$ cat src/oau_pkg.sv
// Package of constants and types for the operand addressing unit
package oau_pkg;
  localparam int DW = 8;
  // Addressing modes
  typedef enum logic [5:0] {
    OAU_M_SRC_IMM  = 6'h01,
    OAU_M_SRC_DIR  = 6'h02,
    OAU_M_SRC_IDX  = 6'h04,
    OAU_M_DST_DIR  = 6'h08,
    OAU_M_DST_IDX  = 6'h10,
    OAU_M_DST_IMM  = 6'h20
  } oau_mode_type;
  // Operations
  typedef enum logic [2:0] {
    OAU_OP_COPY = 3'h0,
    OAU_OP_ADD  = 3'h1,
    OAU_OP_AND  = 3'h2,
    OAU_OP_OR   = 3'h3,
    OAU_OP_XOR  = 3'h4
  } oau_op_type;
  // Register targets
  typedef enum logic [1:0] {
    OAU_R_ACC = 2'h0,
    OAU_R_FLG = 2'h1,
    OAU_R_STK = 2'h2,
    OAU_R_IDX = 2'h3
  } oau_reg_type;
  // Opcode fields: [7:5] op, [4:2] mode index, [1:0] register, space bit 0
  localparam int OPC_OP_HI   = 7;
  localparam int OPC_OP_LO   = 5;
  localparam int OPC_MD_HI   = 4;
  localparam int OPC_MD_LO   = 2;
  localparam int OPC_REG_HI  = 1;
  localparam int OPC_REG_LO  = 0;
  localparam int OPC_SPACE   = 0;
  localparam logic [1:0] LEN_TWO   = 2'h2;
  localparam logic [1:0] LEN_THREE = 2'h3;
  localparam logic [7:0] RST_BYTE  = 8'h00;
  localparam logic [7:0] FLG_CARRY = 8'h04;
  localparam logic [7:0] FLG_ZERO  = 8'h02;
  // Fetch states
  typedef enum logic [4:0] {
    OAU_S_OPC  = 5'h01,
    OAU_S_OP1  = 5'h02,
    OAU_S_OP2  = 5'h04,
    OAU_S_RD   = 5'h08,
    OAU_S_EXE  = 5'h10
  } oau_state_type;
endpackage

$ cat src/oau_ram.sv
// Data memory of 256 bytes with registered read data
`timescale 1ns/1ps
`default_nettype none
module oau_ram #(
  parameter int AW = 8,
  parameter int DW = 8
) (
  input  wire logic          CLK,
  input  wire logic [AW-1:0] waddr,
  input  wire logic          we,
  input  wire logic [DW-1:0] wdata,
  input  wire logic [AW-1:0] raddr,
  output var  logic [DW-1:0] rdata
);
  logic [DW-1:0] mem [2**AW];
  always_ff @(posedge CLK) begin
    if (we) begin
      mem[waddr] <= wdata;
    end
    rdata <= mem[raddr];
  end
endmodule // oau_ram
`default_nettype wire

$ cat src/oau_unit.sv
// Operand addressing unit: decode, effective address, register writeback
// Function
// - Source-immediate writes acc, flags, stack top or index per opcode.
// - Source-immediate is two bytes; arithmetic uses the target as well.
// - An immediate AND aimed at the flag register ANDs into the flags.
// - Source-direct reads at the operand; acc or index is target and source.
// - Source-indexed reads at operand plus index into acc or index.
// - Opcode picks register space or RAM; register space returns a register.
// - Destination-direct stores acc or index at the operand, reading it too.
// - Destination-indexed stores acc at operand plus index, reading it too.
// - Destination modes never change the accumulator.
// - Destination-direct immediate is three bytes and stores the result.
// - The index register is eight bits wide and feeds every indexed address.
`timescale 1ns/1ps
`default_nettype none
module oau_unit
  import oau_pkg::*;
(
  input  wire logic          CLK,
  input  wire logic          SYS_RST,
  input  wire logic          CODE_VALID,
  input  wire logic [DW-1:0] CODE_BYTE,
  input  wire logic [DW-1:0] REG_RDATA,
  output var  logic          CODE_TAKE,
  output var  logic [DW-1:0] REG_ADDR,
  output var  logic          REG_RD,
  output var  logic          REG_WR,
  output var  logic [DW-1:0] REG_WDATA,
  output var  logic [DW-1:0] ACC,
  output var  logic [DW-1:0] IDX,
  output var  logic [DW-1:0] FLG,
  output var  logic [DW-1:0] STACK_TOP_POINTER,
  output var  logic          DONE
);

  // ****************************************************************
  // Decode
  // ****************************************************************
  oau_state_type state;
  logic [DW-1:0] opc, op1, op2, addr, mem_rd;
  logic [1:0]    cnt;
  logic          ram_we;
  logic          is_reg_space;
  oau_mode_type  mode;
  oau_op_type    oper;
  oau_reg_type   rsel;

  function automatic oau_mode_type mode_of(input logic [2:0] m);
    case (m)
      3'h0:    mode_of = OAU_M_SRC_IMM;
      3'h1:    mode_of = OAU_M_SRC_DIR;
      3'h2:    mode_of = OAU_M_SRC_IDX;
      3'h3:    mode_of = OAU_M_DST_DIR;
      3'h4:    mode_of = OAU_M_DST_IDX;
      default: mode_of = OAU_M_DST_IMM;
    endcase
  endfunction

  function automatic logic [DW:0] alu(input oau_op_type o,
                                      input logic [DW-1:0] a,
                                      input logic [DW-1:0] b);
    case (o)
      OAU_OP_ADD: alu = {1'b0, a} + {1'b0, b};
      OAU_OP_AND: alu = {1'b0, a & b};
      OAU_OP_OR:  alu = {1'b0, a | b};
      OAU_OP_XOR: alu = {1'b0, a ^ b};
      default:    alu = {1'b0, b};
    endcase
  endfunction

  assign mode = mode_of(opc[OPC_MD_HI:OPC_MD_LO]);
  assign oper = oau_op_type'(opc[OPC_OP_HI:OPC_OP_LO]);
  assign rsel = oau_reg_type'(opc[OPC_REG_HI:OPC_REG_LO]);
  assign is_reg_space = opc[OPC_SPACE];

  // ****************************************************************
  // Operand gathering
  // ****************************************************************
  logic [DW-1:0] eff_addr;
  // Indexed address wraps within the 256 locations
  assign eff_addr = (mode == OAU_M_SRC_IDX || mode == OAU_M_DST_IDX)
                  ? DW'(op1 + IDX) : op1;

  always_ff @(posedge CLK or posedge SYS_RST) begin
    if (SYS_RST) begin
      state <= OAU_S_OPC;
      opc   <= RST_BYTE;
      op1   <= RST_BYTE;
      op2   <= RST_BYTE;
      addr  <= RST_BYTE;
      cnt   <= 2'h0;
    end else begin
      case (state)
        OAU_S_OPC: if (CODE_VALID) begin
          opc   <= CODE_BYTE;
          state <= OAU_S_OP1;
        end
        OAU_S_OP1: if (CODE_VALID) begin
          op1 <= CODE_BYTE;
          // Three bytes only for destination direct with immediate
          if (mode == OAU_M_DST_IMM) begin
            cnt   <= LEN_THREE;
            state <= OAU_S_OP2;
          end else if (mode == OAU_M_SRC_IMM) begin
            cnt   <= LEN_TWO;
            state <= OAU_S_EXE;
          end else begin
            cnt   <= LEN_TWO;
            state <= OAU_S_RD;
          end
        end
        OAU_S_OP2: if (CODE_VALID) begin
          op2   <= CODE_BYTE;
          state <= OAU_S_RD;
        end
        OAU_S_RD: begin
          addr  <= eff_addr;
          state <= OAU_S_EXE;
        end
        OAU_S_EXE: state <= OAU_S_OPC;
        default:   state <= OAU_S_OPC;
      endcase
    end
  end

  // Read strobe and address stand in the execute cycle, so register
  // space must answer within that same cycle
  logic [DW-1:0] rd_data;
  always_ff @(posedge CLK or posedge SYS_RST) begin
    if (SYS_RST) begin
      CODE_TAKE <= 1'b0;
      REG_RD    <= 1'b0;
      REG_ADDR  <= RST_BYTE;
    end else begin
      CODE_TAKE <= (state == OAU_S_OPC || state == OAU_S_OP1 ||
                    state == OAU_S_OP2) && CODE_VALID;
      REG_RD    <= (state == OAU_S_RD) && is_reg_space;
      if (state == OAU_S_RD) begin
        REG_ADDR <= eff_addr;
      end
    end
  end
  // Register space returns its register, not RAM
  assign rd_data = is_reg_space ? REG_RDATA : mem_rd;

  // ****************************************************************
  // Execute and writeback
  // ****************************************************************
  logic [DW:0]   res;
  logic [DW-1:0] dst_val, src_val;
  logic          exe, dst_mode;
  assign exe      = (state == OAU_S_EXE);
  assign dst_mode = (mode == OAU_M_DST_DIR || mode == OAU_M_DST_IDX ||
                     mode == OAU_M_DST_IMM);

  always_comb begin
    dst_val = ACC;
    src_val = op1;
    case (mode)
      OAU_M_SRC_IMM: begin
        case (rsel)
          OAU_R_ACC: dst_val = ACC;
          OAU_R_FLG: dst_val = FLG;
          OAU_R_STK: dst_val = STACK_TOP_POINTER;
          default:   dst_val = IDX;
        endcase
        src_val = op1;
      end
      OAU_M_SRC_DIR, OAU_M_SRC_IDX: begin
        dst_val = (rsel == OAU_R_IDX) ? IDX : ACC;
        src_val = rd_data;
      end
      OAU_M_DST_DIR: begin
        dst_val = rd_data;
        src_val = (rsel == OAU_R_IDX) ? IDX : ACC;
      end
      OAU_M_DST_IDX: begin
        dst_val = rd_data;
        src_val = ACC;
      end
      OAU_M_DST_IMM: begin
        dst_val = rd_data;
        src_val = op2;
      end
      default: begin
        dst_val = ACC;
        src_val = op1;
      end
    endcase
  end
  assign res    = alu(oper, dst_val, src_val);
  assign ram_we = exe && dst_mode && !is_reg_space;

  always_ff @(posedge CLK or posedge SYS_RST) begin
    if (SYS_RST) begin
      ACC               <= RST_BYTE;
      IDX               <= RST_BYTE;
      FLG               <= RST_BYTE;
      STACK_TOP_POINTER <= RST_BYTE;
      REG_WR            <= 1'b0;
      REG_WDATA         <= RST_BYTE;
      DONE              <= 1'b0;
    end else begin
      REG_WR <= exe && dst_mode && is_reg_space;
      DONE   <= exe;
      if (exe && dst_mode) begin
        REG_WDATA <= res[DW-1:0]; // Accumulator left alone
      end
      if (exe && !dst_mode) begin
        if (mode == OAU_M_SRC_IMM && rsel == OAU_R_FLG) begin
          FLG <= res[DW-1:0];
        end else begin
          case (rsel)
            OAU_R_IDX: IDX <= res[DW-1:0];
            OAU_R_STK: if (mode == OAU_M_SRC_IMM) begin
              STACK_TOP_POINTER <= res[DW-1:0];
            end else begin
              ACC <= res[DW-1:0];
            end
            default:   ACC <= res[DW-1:0];
          endcase
          if (oper == OAU_OP_ADD) begin
            FLG <= (FLG & ~(FLG_CARRY | FLG_ZERO))
                 | (res[DW] ? FLG_CARRY : RST_BYTE)
                 | (res[DW-1:0] == RST_BYTE ? FLG_ZERO : RST_BYTE);
          end
        end
      end
    end
  end

  oau_ram #(.AW(DW), .DW(DW)) u_ram (
    .CLK   (CLK),
    .waddr (addr),
    .we    (ram_we),
    .wdata (res[DW-1:0]),
    .raddr (eff_addr),
    .rdata (mem_rd)
  );
endmodule // oau_unit
`default_nettype wire

$ cat config.mk
export PLATFORM = sky130hd
export DESIGN_NAME = oau_unit
export DESIGN_NICKNAME = d
export VERILOG_FILES = /design/src/oau_pkg.sv /design/src/oau_ram.sv /design/src/oau_unit.sv
export SDC_FILE = /design/constraint.sdc
export NUM_CORES = 2
export LEC_CHECK = 0
export ABC_AREA = 1
export CAP_MARGIN = 20
export CORE_MARGIN = 5
export CORE_UTILIZATION = 32
export DETAILED_ROUTE_END_ITERATION = 6
export DONT_BUFFER_PORTS = 1
export PLACE_DENSITY = 0.57
export SYNTH_ARGS = -nofsm -noshare
export SYNTH_HDL_FRONTEND = slang
export SYNTH_HIERARCHICAL = 1
export SYNTH_SLANG_ARGS = --single-unit
$ cat constraint.sdc
create_clock -name CLK -period 7.1 [get_ports CLK]
set_input_delay 0.355 -clock CLK [delete_from_list [all_inputs] [get_ports CLK]]
set_output_delay 0.355 -clock CLK [all_outputs]
set_load 0.03 [all_outputs]
# == Yosys cells after proc, flatten, opt, wreduce, memory -nomap -nowiden ==
# Memories as Yosys holds them, arrays and structs flattened. A register that Yosys moved wholly into a read port is not among the register bits.
# Index checks and enable logic that the tools add are counted.
# totals
reg_bits,81
ram_bits,2048
n_memories,1
in_bits,19
output_inout_bits,52
wordCells,100
# memory_table
name,depth,word_bits,read_ports,rd_clocked_by_memory_dff,wr,line_no,text
u_ram.mem,256,8,1,1,1,oau_ram.sv:15,logic [DW-1:0] mem [2**AW];
# op_classes
muxes,22
bitwise,7
reduce_logical,28
n_eq_ne,26
add_sub_neg,2
# ops
op,count
$mux 8,6
$pmux 8 s3,2
$pmux 9 s4,1
$pmux 8 s4,1
$pmux 6 s5,1
$mux 5,5
$pmux 5 s4,1
$pmux 8 s2,1
$eq 3x2->1 const B,4
$add 8x8->9,1
$add 8x8->8,1
$and 8x8->8,1
$logic_not 8->1,1
$ne 2x2->1 const B,4
$or 8x2->8,1
$or 8x3->8,1
$or 8x8->8,1
$reduce_and 2->1,4
$reduce_and 4->1,2
$xor 8x8->8,1
$logic_and 1x1->1,7
$eq 3x1->1 const B,2
$eq 3x3->1 const B,2
$eq 6x1->1 const B,1
other kinds (24),33

# == Depth between registers and ports, before layout ==
# logic_depth
depth_word,12
mapped_depth,24
mapped_depth_nobuf,22

# == Modules after synthesis ==
# Netlist, hierarchy kept.
# modules_own_cells
mod,area_each_um2,seq_area_each_um2,n_inst,cells_each
oau_ram,83396.2,61659.1,1,7003
oau_unit,5381.4,2028.2,1,772

# == Least setup slack after synthesis ==
# No wires, ideal clock.
# synth_path
path_kind,register to register
from,register opc[0]
to,memory u_ram.mem[0][6] (data pin)
synth_period_minus_slack_ns,6.132
n_path_buf,2
path_slack_ns,0.968
arrival_time_ns,5.358
stages_incl_launch_ff,19
setup_time_ns,0.774
required_ns,6.326
path_cell_list,dfrtp_1 -> clkbuf_1 -> buf_2 -> nor2_1 -> nand2_1 -> nand3_1 -> nand3_1 -> and2_1 -> inv_1 -> ha_1 -> inv_1 -> fa_1 -> inv_1 -> nand3_1 -> nand4_1 -> nand3_1 -> nand2_1 -> nand2_2 -> inv_1
# synth_between
elab_chain_len,5
word_cells_on_any_way,14
classes_between,add/sub (1); eq/ne (3); mux (6); bitwise (3); reduce/logical (1)
# synth_rtl
item,line_no,text
"start, declared",oau_unit.sv:40,"logic [DW-1:0] opc, op1, op2, addr, mem_rd;"
"start signal, assigned",oau_unit.sv:87,opc <= RST_BYTE;
"start signal, assigned",oau_unit.sv:95,opc <= CODE_BYTE;
$eq 2x2->1 (tied with other cells),oau_unit.sv:161,case (rsel)
$pmux 8 s3 or $mux 8 (tied branches),"oau_unit.sv:161, oau_unit.sv:170, oau_unit.sv:175",
$pmux 8 s3 or $pmux 8 s4 (tied branches),oau_unit.sv:159,case (mode)
$add 8x8->9 (tied with other cells),oau_unit.sv:63,"OAU_OP_ADD: alu = {1'b0, a} + {1'b0, b};"
$pmux 9 s4 (*),oau_unit.sv:62,case (o)
net res[6],oau_unit.sv:149,logic [DW:0] res;
"end, declared",oau_ram.sv:15,
# Mark *: on every way through the listed nets, which the timed path passes. The rest lies on a longest branch.

# == Worst setup path after layout ==
# layout_path
from,register opc[0]
to,memory u_ram.mem[11][6] (data pin)
# Same word-level chain as after synthesis.

==> impl_metrics.env <==
export IMPL_finalSetupViolations=0
export IMPL_first_global_vias=55200
export IMPL_seq_area_mm2=0.06369
export IMPL_post_place_ws_ns=2.258
export IMPL_cp_start_kind="flop"
export IMPL_fillers=26800
export IMPL_crit_chain="inv_1 -> nor2_2 -> nand2_1 -> nand3_1 -> nand3_1 -> and2_1 -> inv_1 -> ha_1 -> inv_1 -> fa_1 -> inv_1 -> nand3_1 -> nand4_1 -> nand3_1 -> nand2_1 -> nand2_2 -> inv_8 -> buf_4"
export IMPL_period_share_pct=69.33
export IMPL_maxSlewHeadroom_pct=17.29
export IMPL_worstMarginPinSlew_ns=1.236
export IMPL_critPathRequiredTime_ns=7.69
export IMPL_rows=193
export IMPL_postSynthCellCount=7775
export IMPL_globalplace_congestion=0.8838
export IMPL_synth_avg_cell_area_um2=11.42
export IMPL_rsz0062_at_grt="false"
export IMPL_ys_seq_area_share_pct=71.74
export IMPL_fin_util_pct=35.92
export IMPL_clkSinkCount=2137
export IMPL_synthDistinctLibCells=47
export IMPL_crit_family="buffers and inverters"
export IMPL_die_area_mm2=0.2881
export IMPL_drv_cap=0
export IMPL_crit_buf_inv=6
export IMPL_portBuffers=0
export IMPL_synth_area_mm2=0.08878
export IMPL_cts_setup_buffers=0
export IMPL_max_stage_delay_ns=0.71
export IMPL_antenna_left=0
export IMPL_crit_arrival_ns=5.51
export IMPL_drt_wirelength_per_cell_um=21.82
export IMPL_largest_reg_flops=2048
export IMPL_cpMaxStageDelayCell="dfrtp_1"
export IMPL_layout_commonest_cell="nand2_1"
export IMPL_slew_viol_final=0
export IMPL_layout_setup_ws_ns=2.178
export IMPL_cts_tree="yes"
export IMPL_dp_hpwl_mm=140.9
export IMPL_max_freq_ghz=0.2032
export IMPL_syn_nets=7820
export IMPL_grt_max_degree=213
export IMPL_multi_input_area_mm2=0.02200
export IMPL_drive_above_1_share_pct=6.017
export IMPL_grt_pass1_wl_mm=370.5
export IMPL_finalSetupTns_ns=0
export IMPL_clk_latency_ns=0.86
export IMPL_die_y_um=536.7
export IMPL_final_nets=7655
export IMPL_root_buffer="clkbuf_16"
export IMPL_hold_viol=0
export IMPL_overflow=0
export IMPL_ctsHtreeMaxLevel=4
export IMPL_whs_ns=0.2992
export IMPL_status="finished clean"
export IMPL_cts_buffer_depth=3
export IMPL_antenna_found_initial=5
export IMPL_fp_dieW_um=536.7
export IMPL_dr_total_vias=59110
export IMPL_ys_ff_latch=2137
export IMPL_worstPathMaxFanout=132
export IMPL_finalCriticalPeriod_ns=4.922
export IMPL_area_growth_pct=11.79
export IMPL_start_util_pct=32.14
export IMPL_grt_usage_pct=16.89
export IMPL_drc=0
export IMPL_clkTransAtPathRegs_ns=0.06
export IMPL_yosysWarningCount=6
export IMPL_top_register="u_ram/mem"
export IMPL_io_pins=71
export IMPL_drt_pass1_iter_count=6
export IMPL_synth_edf_count=2048
export IMPL_crit_path_end_kind="flop"
export IMPL_vias_per_cell=5.140
export IMPL_final_cell_mix="nand2_1 (2374), nand3_1 (2076), edfxtp_1 (2048)"
export IMPL_core_mm2=0.2763
export IMPL_worst_setup_path_type="reg -> reg"
export IMPL_async_flop_share_pct=3.790
export IMPL_drt_iter0_markers=6432
export IMPL_min_path_type="in -> reg"
export IMPL_synthFlopType="edfxtp_1"
export IMPL_skew_ns=0.03712
export IMPL_drt_total_wl_mm=250.9
export IMPL_numCtsBuffers=218
-- cell type report --
cell class,count,share of cell area (%)
Clock buffer,276,5.853
Tap cell,3705,4.671
Multi-Input combinational cell,4978,22.16
Antenna cell,1,0.002522
Timing Repair Buffer,117,1.234
Clock inverter,128,1.203
Sequential cell,2137,64.17
Inverter,158,0.6972
-- worst min-delay path: cells and delay by family --
family | cells | cell delay [ns]
compound gates | 1 | 0.10
simple gates | 7 | 0.64
-- through the flow --
step                      cells  area (um^2)
after floorplan            7775        88780
after global placement    11080        92100
after detailed placement  11080        92120
after CTS                 11500        99240
after global routing      11500        99240
final                     11500        99240
-- logic make-up after synthesis --
group                      share of synthesized area [%]
AOI/OAI and AO/OA                                 0.7864
xor gates and xnor gates                         0.01973
adders and majority gates                         0.3834
buffers and inverters                              3.553
DFF                                                71.74
and+or+nand+nor                                    23.52
-- synth_stat cells (2+ instances only) --
cell type	instances	area share, %
o21ai_1	2	0.011
o211ai_1	2	0.017
clkbuf_1	119	0.50
inv_1	151	0.64
nand3_2	2	0.023
a21oi_1	19	0.11
ha_1	24	0.34
buf_1	40	0.17
o21ai_0	86	0.48
xor2_1	2	0.020
inv_4	2	0.014
dfxtp_1	8	0.18
nand3b_1	3	0.025
inv_2	5	0.021
buf_2	276	1.6
and2_1	7	0.049
o22ai_1	3	0.021
fa_1	2	0.045
nor2_2	5	0.035
nand4_1	6	0.042
a32oi_1	5	0.049
nor2_1	316	1.3
nand2_2	13	0.092
buf_6	18	0.23
nand3_1	2076	12
nor2_4	3	0.038
edfxtp_1	2048	69
or2_2	8	0.056
buf_4	48	0.41
nand2_1	2374	10
nor3_1	4	0.023
o211a_1	3	0.034
dfrtp_1	80	2.3
or2_1	2	0.014
-- worst paths after layout --
| path | startpoint | to | slack [ns] | cells past startpoint |
|---|---|---|---|---|
| min reg2reg | op2[7]$_DFFE_PP0P_ | op2[7]$_DFFE_PP0P_ | 0.49 | 2 |
| min | REG_RDATA[2] | STACK_TOP_POINTER[2]$_DFFE_PP0P_ | 0.30 | 8 |
| max in group asynchronous | SYS_RST | opc[7]$_DFFE_PP0P_ | 5.21 | 4 |
| max reg2reg | opc[0]$_DFFE_PP0P_ | u_ram/mem[11][6]$_DFFE_PP_ | 2.18 | 18 |
| min in group asynchronous | SYS_RST | state[0]$_DFFE_PP1P_ | 0.62 | 3 |
| max | opc[0]$_DFFE_PP0P_ | u_ram/mem[11][6]$_DFFE_PP_ | 2.18 | 18 |
-- metal layers --
metal / global-route usage [%] / vias up / wire, um
li1: - / 27010 / -
met1: 23.69 / 29280 / 106200
met2: 26.70 / 2428 / 116400
met3: 3.198 / 391 / 20870
met4: 5.028 / 8 / 7316
met5: 0 / - / 48
-- what timing repair did --
action                     CTS  global route
hold endpoints to repair   111             0
setup endpoints to repair    0             0
hold buffers                12             0
gates resized for setup      0             0
Power is not shown: default switching activity piles up to over one toggle a cycle in this logic, so the estimate is an artifact.
